`config.mk`:
```
export PLATFORM = sky130hd
export DESIGN_NAME = pss_regs
export DESIGN_NICKNAME = d
export VERILOG_FILES = /design/src/pss_pkg.sv /design/src/pss_regs.sv /design/src/pss_sync.sv /design/src/pss_pin_drv.sv
export VERILOG_INCLUDE_DIRS = /design/src
export SDC_FILE = /design/constraint.sdc
export NUM_CORES = 1
export LEC_CHECK = 0
export BUFFER_PORTS_ARGS = -buffer_cell sky130_fd_sc_hd__buf_2
export CAP_MARGIN = 10
export CORE_MARGIN = 2
export CORE_UTILIZATION = 34
export CTS_BUF_LIST = sky130_fd_sc_hd__clkbuf_4
export CTS_CLUSTER_SIZE = 14
export DETAILED_ROUTE_END_ITERATION = 10
export HOLD_SLACK_MARGIN = 0.06
export SLEW_MARGIN = 30
export SYNTH_ARGS = -nofsm -noshare
export SYNTH_HDL_FRONTEND = slang
export SYNTH_SLANG_ARGS = --single-unit
```
`constraint.sdc`:
```
create_clock -name clk_in -period 1.1 [get_ports clk_in]
set_input_delay 0.055 -clock clk_in [delete_from_list [all_inputs] [get_ports clk_in]]
set_output_delay 0.055 -clock clk_in [all_outputs]
set_load 0.005 [all_outputs]
```
`src/pss_defs.svh`:
```
`ifndef PSS_DEFS_SVH
`define PSS_DEFS_SVH

// ------------------------------------------------------------
// Register map
// ------------------------------------------------------------
`define PSS_ADDR_W        8
`define PSS_DATA_W        16
`define PSS_PIN_OFFSET    8'h31
`define PSS_SHORT_OFFSET  8'h32
`define PSS_PIN_RESET     16'h0001
`define PSS_SHORT_RESET   16'h0000
`define PSS_PIN_BIT       0
`define PSS_NUM_CH        16
`define PSS_ZERO_DATA     16'h0000

`endif

```
`src/pss_pkg.sv`:
```
package pss_pkg;
  // Pin driver modes
  typedef enum logic [2:0] {
    PSS_PIN_HIZ  = 3'b001,
    PSS_PIN_LOW  = 3'b010,
    PSS_PIN_HIGH = 3'b100
  } pss_pin_mode_t;
endpackage

```
`src/pss_regs.sv`:
```
// Overview of operation
// - The pin-level register is at 31h, resets to 0001h, only bit 0 writable, bits 15..1 read zero.
// - Writing 0, or writing 1 with open-drain disabled, makes the general-purpose pin an output driven from that value.
// - Writing 1 releases the pin when open-drain is enabled and drives it high otherwise.
// - Writing 0 drives the pin low regardless of open-drain setting.
// - Reading the pin-level bit returns the sensed pin level, not the stored value.
// - After start-up a low pin reads as 0 although the stored default is 1.
// - After any reset the pin stays high impedance until software writes the pin-level bit.
// - The short-status register is at 32h, read-only in all sixteen bits, reset 0000h.
// - Bit n of short-status reports whether channel n is shorted to ground, bits 15..12 for channels 15..12.
// - A short flag reads 1 while its channel is shorted and 0 otherwise.
// - Bits 11..0 use the same encoding for channels 11..0.
//
// Design decision made here: the address-and-strobe port.
`timescale 1ns/1ps
`default_nettype none
`include "pss_defs.svh"

module pss_regs (
  // Clock and reset
  input  wire logic                     clk_in,
  input  wire logic                     sys_rst_in,
  input  wire logic                     ce_in,
  // Register port
  input  wire logic [`PSS_ADDR_W-1:0]   addr_in,
  input  wire logic [`PSS_DATA_W-1:0]   wdata_in,
  input  wire logic                     wr_in,
  input  wire logic                     rd_in,
  output logic      [`PSS_DATA_W-1:0]   rdata_out,
  // Configuration
  input  wire logic                     open_drain_enable_in,
  // General-purpose pin
  input  wire logic                     gp_pin_in,
  output logic                          gp_pin_out,
  output logic                          gp_pin_oe_out,
  // Channel short detectors
  input  wire logic [`PSS_NUM_CH-1:0]   short_det_in
);
  import pss_pkg::*;

  // ------------------------------------------------------------
  // Input synchronisers
  // ------------------------------------------------------------
  logic                   pin_sync;
  logic [`PSS_NUM_CH-1:0] short_sync;

  pss_sync #(.W(1)) u_pin_sync (
    .clk_in     (clk_in),
    .sys_rst_in (sys_rst_in),
    .ce_in      (ce_in),
    .async_in   (gp_pin_in),
    .sync_out   (pin_sync)
  );

  pss_sync #(.W(`PSS_NUM_CH)) u_short_sync (
    .clk_in     (clk_in),
    .sys_rst_in (sys_rst_in),
    .ce_in      (ce_in),
    .async_in   (short_det_in),
    .sync_out   (short_sync)
  );

  // ------------------------------------------------------------
  // Register state
  // ------------------------------------------------------------
  // Reset word of the pin-level register and its one stored bit
  localparam logic [`PSS_DATA_W-1:0] PIN_RESET_WORD = `PSS_PIN_RESET;
  localparam logic                   PIN_RESET_BIT  = PIN_RESET_WORD[`PSS_PIN_BIT];

  logic                   pin_bit_r;
  logic                   pin_bit_nxt;
  logic                   pin_written_r;
  logic                   pin_written_nxt;
  pss_pin_mode_t          mode_r;
  pss_pin_mode_t          mode_nxt;
  logic [`PSS_NUM_CH-1:0] short_r;
  logic [`PSS_NUM_CH-1:0] short_nxt;
  logic [`PSS_DATA_W-1:0] rdata_r;
  logic [`PSS_DATA_W-1:0] rdata_nxt;
  logic                   pin_wr;
  logic                   pin_rd;
  logic                   short_rd;

  // Address match helper
  function automatic logic hit(input logic [`PSS_ADDR_W-1:0] a,
                               input logic [`PSS_ADDR_W-1:0] off);
    hit = (a == off);
  endfunction

  // Decoded, enabled bus strobes
  assign pin_wr   = ce_in && wr_in && hit(addr_in, `PSS_PIN_OFFSET);
  assign pin_rd   = ce_in && rd_in && hit(addr_in, `PSS_PIN_OFFSET);
  assign short_rd = ce_in && rd_in && hit(addr_in, `PSS_SHORT_OFFSET);

  // ------------------------------------------------------------
  // Pin state
  // ------------------------------------------------------------
  // Next values: only a write to the pin register moves them
  always_comb begin
    pin_bit_nxt     = pin_bit_r;
    pin_written_nxt = pin_written_r;
    mode_nxt        = mode_r;
    if (pin_wr) begin
      pin_bit_nxt     = wdata_in[`PSS_PIN_BIT];
      pin_written_nxt = 1'b1;
      if (!wdata_in[`PSS_PIN_BIT]) begin
        mode_nxt = PSS_PIN_LOW;
      end else if (open_drain_enable_in) begin
        mode_nxt = PSS_PIN_HIZ;
      end else begin
        mode_nxt = PSS_PIN_HIGH;
      end
    end
  end

  // Registers; reset releases the pin until the next write
  always_ff @(posedge clk_in) begin
    if (sys_rst_in) begin
      pin_bit_r     <= PIN_RESET_BIT;
      pin_written_r <= 1'b0;
      mode_r        <= PSS_PIN_HIZ;
    end else begin
      pin_bit_r     <= pin_bit_nxt;
      pin_written_r <= pin_written_nxt;
      mode_r        <= mode_nxt;
    end
  end

  // ------------------------------------------------------------
  // Short status
  // ------------------------------------------------------------
  // Next values: live copy of the synchronised detectors
  always_comb begin
    short_nxt = short_r;
    if (ce_in) begin
      short_nxt = short_sync;
    end
  end

  // Registers; bus writes never reach these flags
  always_ff @(posedge clk_in) begin
    if (sys_rst_in) begin
      short_r <= `PSS_SHORT_RESET;
    end else begin
      short_r <= short_nxt;
    end
  end

  // ------------------------------------------------------------
  // Read data
  // ------------------------------------------------------------
  // Next values: zero unless a mapped register is read
  always_comb begin
    rdata_nxt = rdata_r;
    if (ce_in) begin
      rdata_nxt = `PSS_ZERO_DATA;
      if (pin_rd) begin
        rdata_nxt[`PSS_PIN_BIT] = pin_sync;
      end else if (short_rd) begin
        rdata_nxt = short_r;
      end
    end
  end

  // Registers; data stands for one cycle while ce_in is high and holds while it is low
  always_ff @(posedge clk_in) begin
    if (sys_rst_in) begin
      rdata_r <= `PSS_ZERO_DATA;
    end else begin
      rdata_r <= rdata_nxt;
    end
  end

  // ------------------------------------------------------------
  // Pin driver
  // ------------------------------------------------------------
  pss_pin_drv u_pin_drv (
    .clk_in     (clk_in),
    .sys_rst_in (sys_rst_in),
    .ce_in      (ce_in),
    .mode_in    (mode_r),
    .pin_o_out  (gp_pin_out),
    .pin_oe_out (gp_pin_oe_out)
  );

  assign rdata_out = rdata_r;

  // ------------------------------------------------------------
  // Assertions
  // ------------------------------------------------------------
  // Pin stays released until the first write
  a_pin_hiz_reset: assert property (@(posedge clk_in) disable iff (sys_rst_in)
    !pin_written_r |-> !gp_pin_oe_out)
    else $error("pin driven before any write");

  // Written 0 drives low two cycles on
  a_pin_low_drive: assert property (@(posedge clk_in) disable iff (sys_rst_in)
    (pin_wr && !wdata_in[`PSS_PIN_BIT]) ##1 ce_in |=> (gp_pin_oe_out && !gp_pin_out))
    else $error("write 0 did not drive low");

  // Written 1 with open drain releases the pin
  a_pin_od_release: assert property (@(posedge clk_in) disable iff (sys_rst_in)
    (pin_wr && wdata_in[`PSS_PIN_BIT] && open_drain_enable_in) ##1 ce_in |=> !gp_pin_oe_out)
    else $error("open drain 1 not released");

  // Written 1 in push-pull drives high
  a_pin_high_drive: assert property (@(posedge clk_in) disable iff (sys_rst_in)
    (pin_wr && wdata_in[`PSS_PIN_BIT] && !open_drain_enable_in) ##1 ce_in |=> (gp_pin_oe_out && gp_pin_out))
    else $error("push-pull 1 not driven high");

  // Pin read returns the sensed level
  a_pin_read_sense: assert property (@(posedge clk_in) disable iff (sys_rst_in)
    (ce_in && rd_in && addr_in == `PSS_PIN_OFFSET) |=> (rdata_out == {15'h0000, $past(pin_sync)}))
    else $error("pin read not sensed level");

  // Short status read returns the flags
  a_short_read_val: assert property (@(posedge clk_in) disable iff (sys_rst_in)
    (ce_in && rd_in && addr_in == `PSS_SHORT_OFFSET) |=> (rdata_out == $past(short_r)))
    else $error("short status read mismatch");

  // Reserved pin-level bits read as zero
  a_pin_rsvd_zero: assert property (@(posedge clk_in) disable iff (sys_rst_in)
    pin_rd |=> (rdata_out[`PSS_DATA_W-1:`PSS_PIN_BIT+1] == '0))
    else $error("reserved pin bits not zero");

  // Stored bit keeps the written value
  a_pin_bit_store: assert property (@(posedge clk_in) disable iff (sys_rst_in)
    pin_wr |=> (pin_bit_r == $past(wdata_in[`PSS_PIN_BIT])))
    else $error("pin bit not stored");

  // Any pin write arms the output
  a_pin_written_set: assert property (@(posedge clk_in) disable iff (sys_rst_in)
    pin_wr |=> pin_written_r)
    else $error("pin write not recorded");

  // Mode after a 0 write
  a_pin_mode_low: assert property (@(posedge clk_in) disable iff (sys_rst_in)
    (pin_wr && !wdata_in[`PSS_PIN_BIT]) |=> (mode_r == PSS_PIN_LOW))
    else $error("mode not low after 0 write");

  // Mode after a 1 write with open drain
  a_pin_mode_hiz: assert property (@(posedge clk_in) disable iff (sys_rst_in)
    (pin_wr && wdata_in[`PSS_PIN_BIT] && open_drain_enable_in) |=> (mode_r == PSS_PIN_HIZ))
    else $error("mode not released after 1 write");

  // Mode after a 1 write in push-pull
  a_pin_mode_high: assert property (@(posedge clk_in) disable iff (sys_rst_in)
    (pin_wr && wdata_in[`PSS_PIN_BIT] && !open_drain_enable_in) |=> (mode_r == PSS_PIN_HIGH))
    else $error("mode not high after 1 write");

  // Drive enable follows the mode one cycle later
  a_pin_drv_follow: assert property (@(posedge clk_in) disable iff (sys_rst_in)
    ce_in |=> (gp_pin_oe_out == ($past(mode_r) != PSS_PIN_HIZ)))
    else $error("pin enable not following mode");

  // Drive value follows the mode one cycle later
  a_pin_drv_value: assert property (@(posedge clk_in) disable iff (sys_rst_in)
    ce_in |=> (gp_pin_out == ($past(mode_r) == PSS_PIN_HIGH)))
    else $error("pin value not following mode");

  // Mode register always holds one legal code
  a_pin_mode_legal: assert property (@(posedge clk_in) disable iff (sys_rst_in)
    $onehot(mode_r))
    else $error("illegal pin mode code");

  // Frozen clock enable leaves the pin state alone
  a_pin_frozen: assert property (@(posedge clk_in) disable iff (sys_rst_in)
    !ce_in |=> ($stable(mode_r) && $stable(pin_written_r)))
    else $error("pin state moved while frozen");

  // Reset releases the pin state
  a_pin_rst_state: assert property (@(posedge clk_in)
    sys_rst_in |=> (!pin_written_r && mode_r == PSS_PIN_HIZ))
    else $error("reset did not release pin state");

  // Reset turns the pin driver off
  a_pin_rst_drv: assert property (@(posedge clk_in)
    sys_rst_in |=> !gp_pin_oe_out)
    else $error("reset left pin driven");

  // Reset clears the short flags
  a_short_rst_zero: assert property (@(posedge clk_in)
    sys_rst_in |=> (short_r == `PSS_SHORT_RESET))
    else $error("short flags not cleared by reset");

  // Reset clears the read data
  a_rdata_rst_zero: assert property (@(posedge clk_in)
    sys_rst_in |=> (rdata_out == `PSS_ZERO_DATA))
    else $error("read data not cleared by reset");

  // Read data is zero outside read answers
  a_rdata_idle_zero: assert property (@(posedge clk_in) disable iff (sys_rst_in)
    (ce_in && !rd_in) |=> (rdata_out == `PSS_ZERO_DATA))
    else $error("read data not zero when idle");

  // Unmapped reads return zero
  a_unmapped_read: assert property (@(posedge clk_in) disable iff (sys_rst_in)
    (ce_in && rd_in && !pin_rd && !short_rd) |=> (rdata_out == `PSS_ZERO_DATA))
    else $error("unmapped read not zero");

  // Frozen clock enable holds the short flags
  a_short_frozen: assert property (@(posedge clk_in) disable iff (sys_rst_in)
    !ce_in |=> $stable(short_r))
    else $error("short flags moved while frozen");

  // A write to short status does not land
  a_short_no_write: assert property (@(posedge clk_in) disable iff (sys_rst_in)
    (ce_in && wr_in && addr_in == `PSS_SHORT_OFFSET) |=> (short_r == $past(short_sync)))
    else $error("write reached short flags");

  a_short_tracks_in: assert property (@(posedge clk_in) disable iff (sys_rst_in)
    ce_in |=> (short_r == $past(short_sync)))
    else $error("short flags not tracking detectors");

  a_ro_write_ignore: assert property (@(posedge clk_in) disable iff (sys_rst_in)
    (ce_in && wr_in && addr_in != `PSS_PIN_OFFSET) |=> $stable(mode_r) && $stable(pin_bit_r))
    else $error("stray write changed pin state");
endmodule
`default_nettype wire

```
`src/pss_sync.sv`:
```
`timescale 1ns/1ps
`default_nettype none
`include "pss_defs.svh"

// Two-flop synchroniser for a bus of asynchronous levels
module pss_sync #(
  parameter int W = 1
) (
  input  wire logic         clk_in,
  input  wire logic         sys_rst_in,
  input  wire logic         ce_in,
  input  wire logic [W-1:0] async_in,
  output logic      [W-1:0] sync_out
);
  logic [W-1:0] meta_r;
  logic [W-1:0] meta_nxt;
  logic [W-1:0] sync_r;
  logic [W-1:0] sync_nxt;

  // Next values: hold when frozen
  always_comb begin
    meta_nxt = ce_in ? async_in : meta_r;
    sync_nxt = ce_in ? meta_r : sync_r;
  end

  // Registers
  always_ff @(posedge clk_in) begin
    if (sys_rst_in) begin
      meta_r <= '0;
      sync_r <= '0;
    end else begin
      meta_r <= meta_nxt;
      sync_r <= sync_nxt;
    end
  end

  assign sync_out = sync_r;
endmodule
`default_nettype wire

```
`src/pss_pin_drv.sv`:
```
`timescale 1ns/1ps
`default_nettype none
`include "pss_defs.svh"

// Pin driver: turns mode into output value and enable flops
module pss_pin_drv (
  input  wire logic                   clk_in,
  input  wire logic                   sys_rst_in,
  input  wire logic                   ce_in,
  input  wire pss_pkg::pss_pin_mode_t mode_in,
  output logic                        pin_o_out,
  output logic                        pin_oe_out
);
  import pss_pkg::*;

  logic pin_o_r;
  logic pin_o_nxt;
  logic pin_oe_r;
  logic pin_oe_nxt;

  // Decode mode; high-Z keeps value low with enable off
  always_comb begin
    pin_o_nxt  = pin_o_r;
    pin_oe_nxt = pin_oe_r;
    if (ce_in) begin
      pin_o_nxt  = (mode_in == PSS_PIN_HIGH);
      pin_oe_nxt = (mode_in != PSS_PIN_HIZ);
    end
  end

  // Registers; reset releases the pin
  always_ff @(posedge clk_in) begin
    if (sys_rst_in) begin
      pin_o_r  <= 1'b0;
      pin_oe_r <= 1'b0;
    end else begin
      pin_o_r  <= pin_o_nxt;
      pin_oe_r <= pin_oe_nxt;
    end
  end

  assign pin_o_out  = pin_o_r;
  assign pin_oe_out = pin_oe_r;
endmodule
`default_nettype wire

```
==> metrics.csv <==
metric;value;unit
fin_crit_sh;98.1;%
syn_inst;283;
nets;402;
required;1.40;ns
cts_buffers;9;
power_density;1380;mW/mm^2
synth_xor_area_share;0;%
insertion_delay;0.40;ns
drt_wl_total;5290;microns
yosysUniqueCellTypes;25;
total_power;4.97;mW
dp_hpwl;3500;microns
synth_area_leaders;dfxtp_1 (51%), mux2i_1 (18%), nor2_1 (7.1%);
yosys.area.top_type;dfxtp_1;
fin_skew;0.00739;ns
critPathArrivalTime;1.38;ns
maxSlewViolCount;0;
startpoint_type;input pin;
cts_tree;done;
hold_path.class;in -> reg;
gr-usage-all-layers;12.7;%
seq_area_frac_synth;50.7;%
cts_root_buffer;clkbuf_4;
viasPerCell;4.49;
fin_crit;1.08;ns
ir_worst_vdd;489;uV
crit_type;in -> reg;
antenna_found_initial;0;
final.setup.tns;0;ns
ios;65;
die_area;0.00899;sq mm
grt_pass1_vias;1991;
die_w;94.8;microns
reg2regPathDepth;3;
synthSimpleGateAreaFrac;22.8;%
fin_util;44.4;%
rsz0062_at_grt;no;
hold_viol;0;
drive_gt1_share;21.7;%
die_h;94.8;microns
design.core.area;0.00809;sq mm
cp-end-kind;register;
synth_warnings;0;
synth_mux_area_share;18.2;%
critPathMaxFanout;5;
post_drt_wl_per_cell;11.4;microns
htree_levels;3;
ant_nets;0;
post_cts_buffers;0;
setup_viol;0;
whs;0.117;ns
area_growth;28.3;%
maxCapViolCount;0;
worst_pin_slew;0.274;ns
slew_headroom;81.7;%
port_buffers;49;
grt_overflow;0;
first_iter_violations;84;
max_freq;0.926;GHz
synth_top_area_share;50.7;%
worst_hold_path.num_cells;4;
synthAdderAreaFrac;0;%
ys_ff_latch;71;
syn-num-nets;330;
drc_errors;0;
synth_compound_area_share;3.79;%
p_leak;1.59;nW
syn_area;0.00280;sq mm
first_pass_iters;4;
clock_path_buffers;2;
grt_pass1_wl;8960;microns
vias;2088;
start_util;34.6;%
antenna_cells;0;
num_rows;33;
synth_top_family_by_area;simple AND/OR/NAND/NOR gates;
grt_max_degree;54;
clock-sinks;71;
clk_pin_slew;0.11;ns
status;finished clean;
place.gp.congestion;0.706;
avgSynthCellArea;9.90;sq um
==> sequential cells by signal (all words and copies together) (netlist names) <==
| signal | cells |
|---|---|
| rdata_out | 16 |
| u_short_sync.meta_r | 16 |
| u_pin_sync.sync_out | 1 |
| mode_r | 3 |
| u_short_sync.sync_out | 16 |
| u_pin_drv.pin_o_out | 1 |
| u_pin_sync.meta_r | 1 |
| u_pin_drv.pin_oe_out | 1 |
| short_r | 16 |
==> where the power goes <==
part | switching (mW) | internal [mW] | total (mW)
Clock | 0.903 | 0.941 | 1.84
Combinational | 0.202 | 0.244 | 0.446
Sequential | 0.0372 | 2.64 | 2.68
Total | 1.14 | 3.82 | 4.97
==> cell type report <==
type	instances	area (sq um)
Multi-Input combinational cell	189	1260
Timing Repair Buffer	84	627
Clock buffer	10	75.1
Tap cell	105	131
Clock inverter	6	85.1
Sequential cell	71	1420
Fill cell	851	4500
==> path summary, 6_finish.rpt <==
path	startpoint	end	slack, ns
max	addr_in[0]	mode_r[0]$_SDFFE_PP1P_	0.02
min	ce_in	u_pin_drv.pin_o_out$_SDFFE_PP0P_	0.12
max reg2reg	short_r[2]$_SDFFE_PP0P_	rdata_out[2]$_SDFFE_PP0P_	0.28
min reg2reg	rdata_out[6]$_SDFFE_PP0P_	rdata_out[6]$_SDFFE_PP0P_	0.47
==> cell usage after synthesis <==
library cell  number
and3b_1            1
nor4bb_1           1
a221o_1            1
nor3b_1            3
buf_4              9
nand3_1            1
buf_2              4
nand2_1            2
nand4_1           17
and4b_4            1
nor2b_1            1
nor2_4             1
and4bb_1           1
nor2_1            53
a41o_1             1
nor3_1             1
nand3b_1           2
and2_1            16
mux2i_1           51
nand2b_1          17
a31oi_1            1
dfxtp_1           71
nand3_2            1
clkbuf_1          10
a21oi_1           16
==> routing by layer <==
metal | vias up | GRT usage (%) | share of wire [%]
li1 | 1114 | - | -
met1 | 935 | 16.7 | 51
met2 | 33 | 19.0 | 42
met3 | 6 | 3.75 | 5.0
met4 | 0 | 6.16 | 1.2
met5 | - | 0 | 0
==> cell usage in the layout, fill, tap and decap left out, types with 2 or more instances in the layout <==
cell type / count
nand4_1: 17
a21oi_1: 16
and2_1: 16
nor3b_1: 3
dfxtp_1: 71
nand2_1: 2
nand2b_1: 17
bufinv_16: 2
buf_12: 4
buf_2: 48
nand3b_1: 2
mux2i_1: 51
clkbuf_4: 10
buf_4: 6
nor2_1: 53
dlygate4sd3_1: 25
==> metrics by stage <==
step	worst slack, ns	area [sq um]	instances
after global routing	0.00217	3600	465
after floorplan	0.134	2800	283
after detailed placement	0.0561	3180	424
final	0.0204	3600	465
after global placement	0.0654	3180	424
after CTS	0.0284	3590	465
==> timing repair <==
action	in CTS	in global routing
endpoints found under the hold margin	24	0
gates resized for setup	0	2
hold buffers	25	0
setup endpoints to repair	0	7
==> worst max-delay path: stages <==
cell	delay (ns)
dlygate4sd3_1	0.52
buf_2	0.14
and4b_4	0.25
nand3_2	0.08
a221o_1	0.34
==> cell families after synthesis <==
group,Yosys count
AOI/OAI and AO/OA,19
buffers and inverters,23
DFF,71
muxes,51
and+or+nand+nor,119
Note: power is estimated with default switching activity, not from simulation.
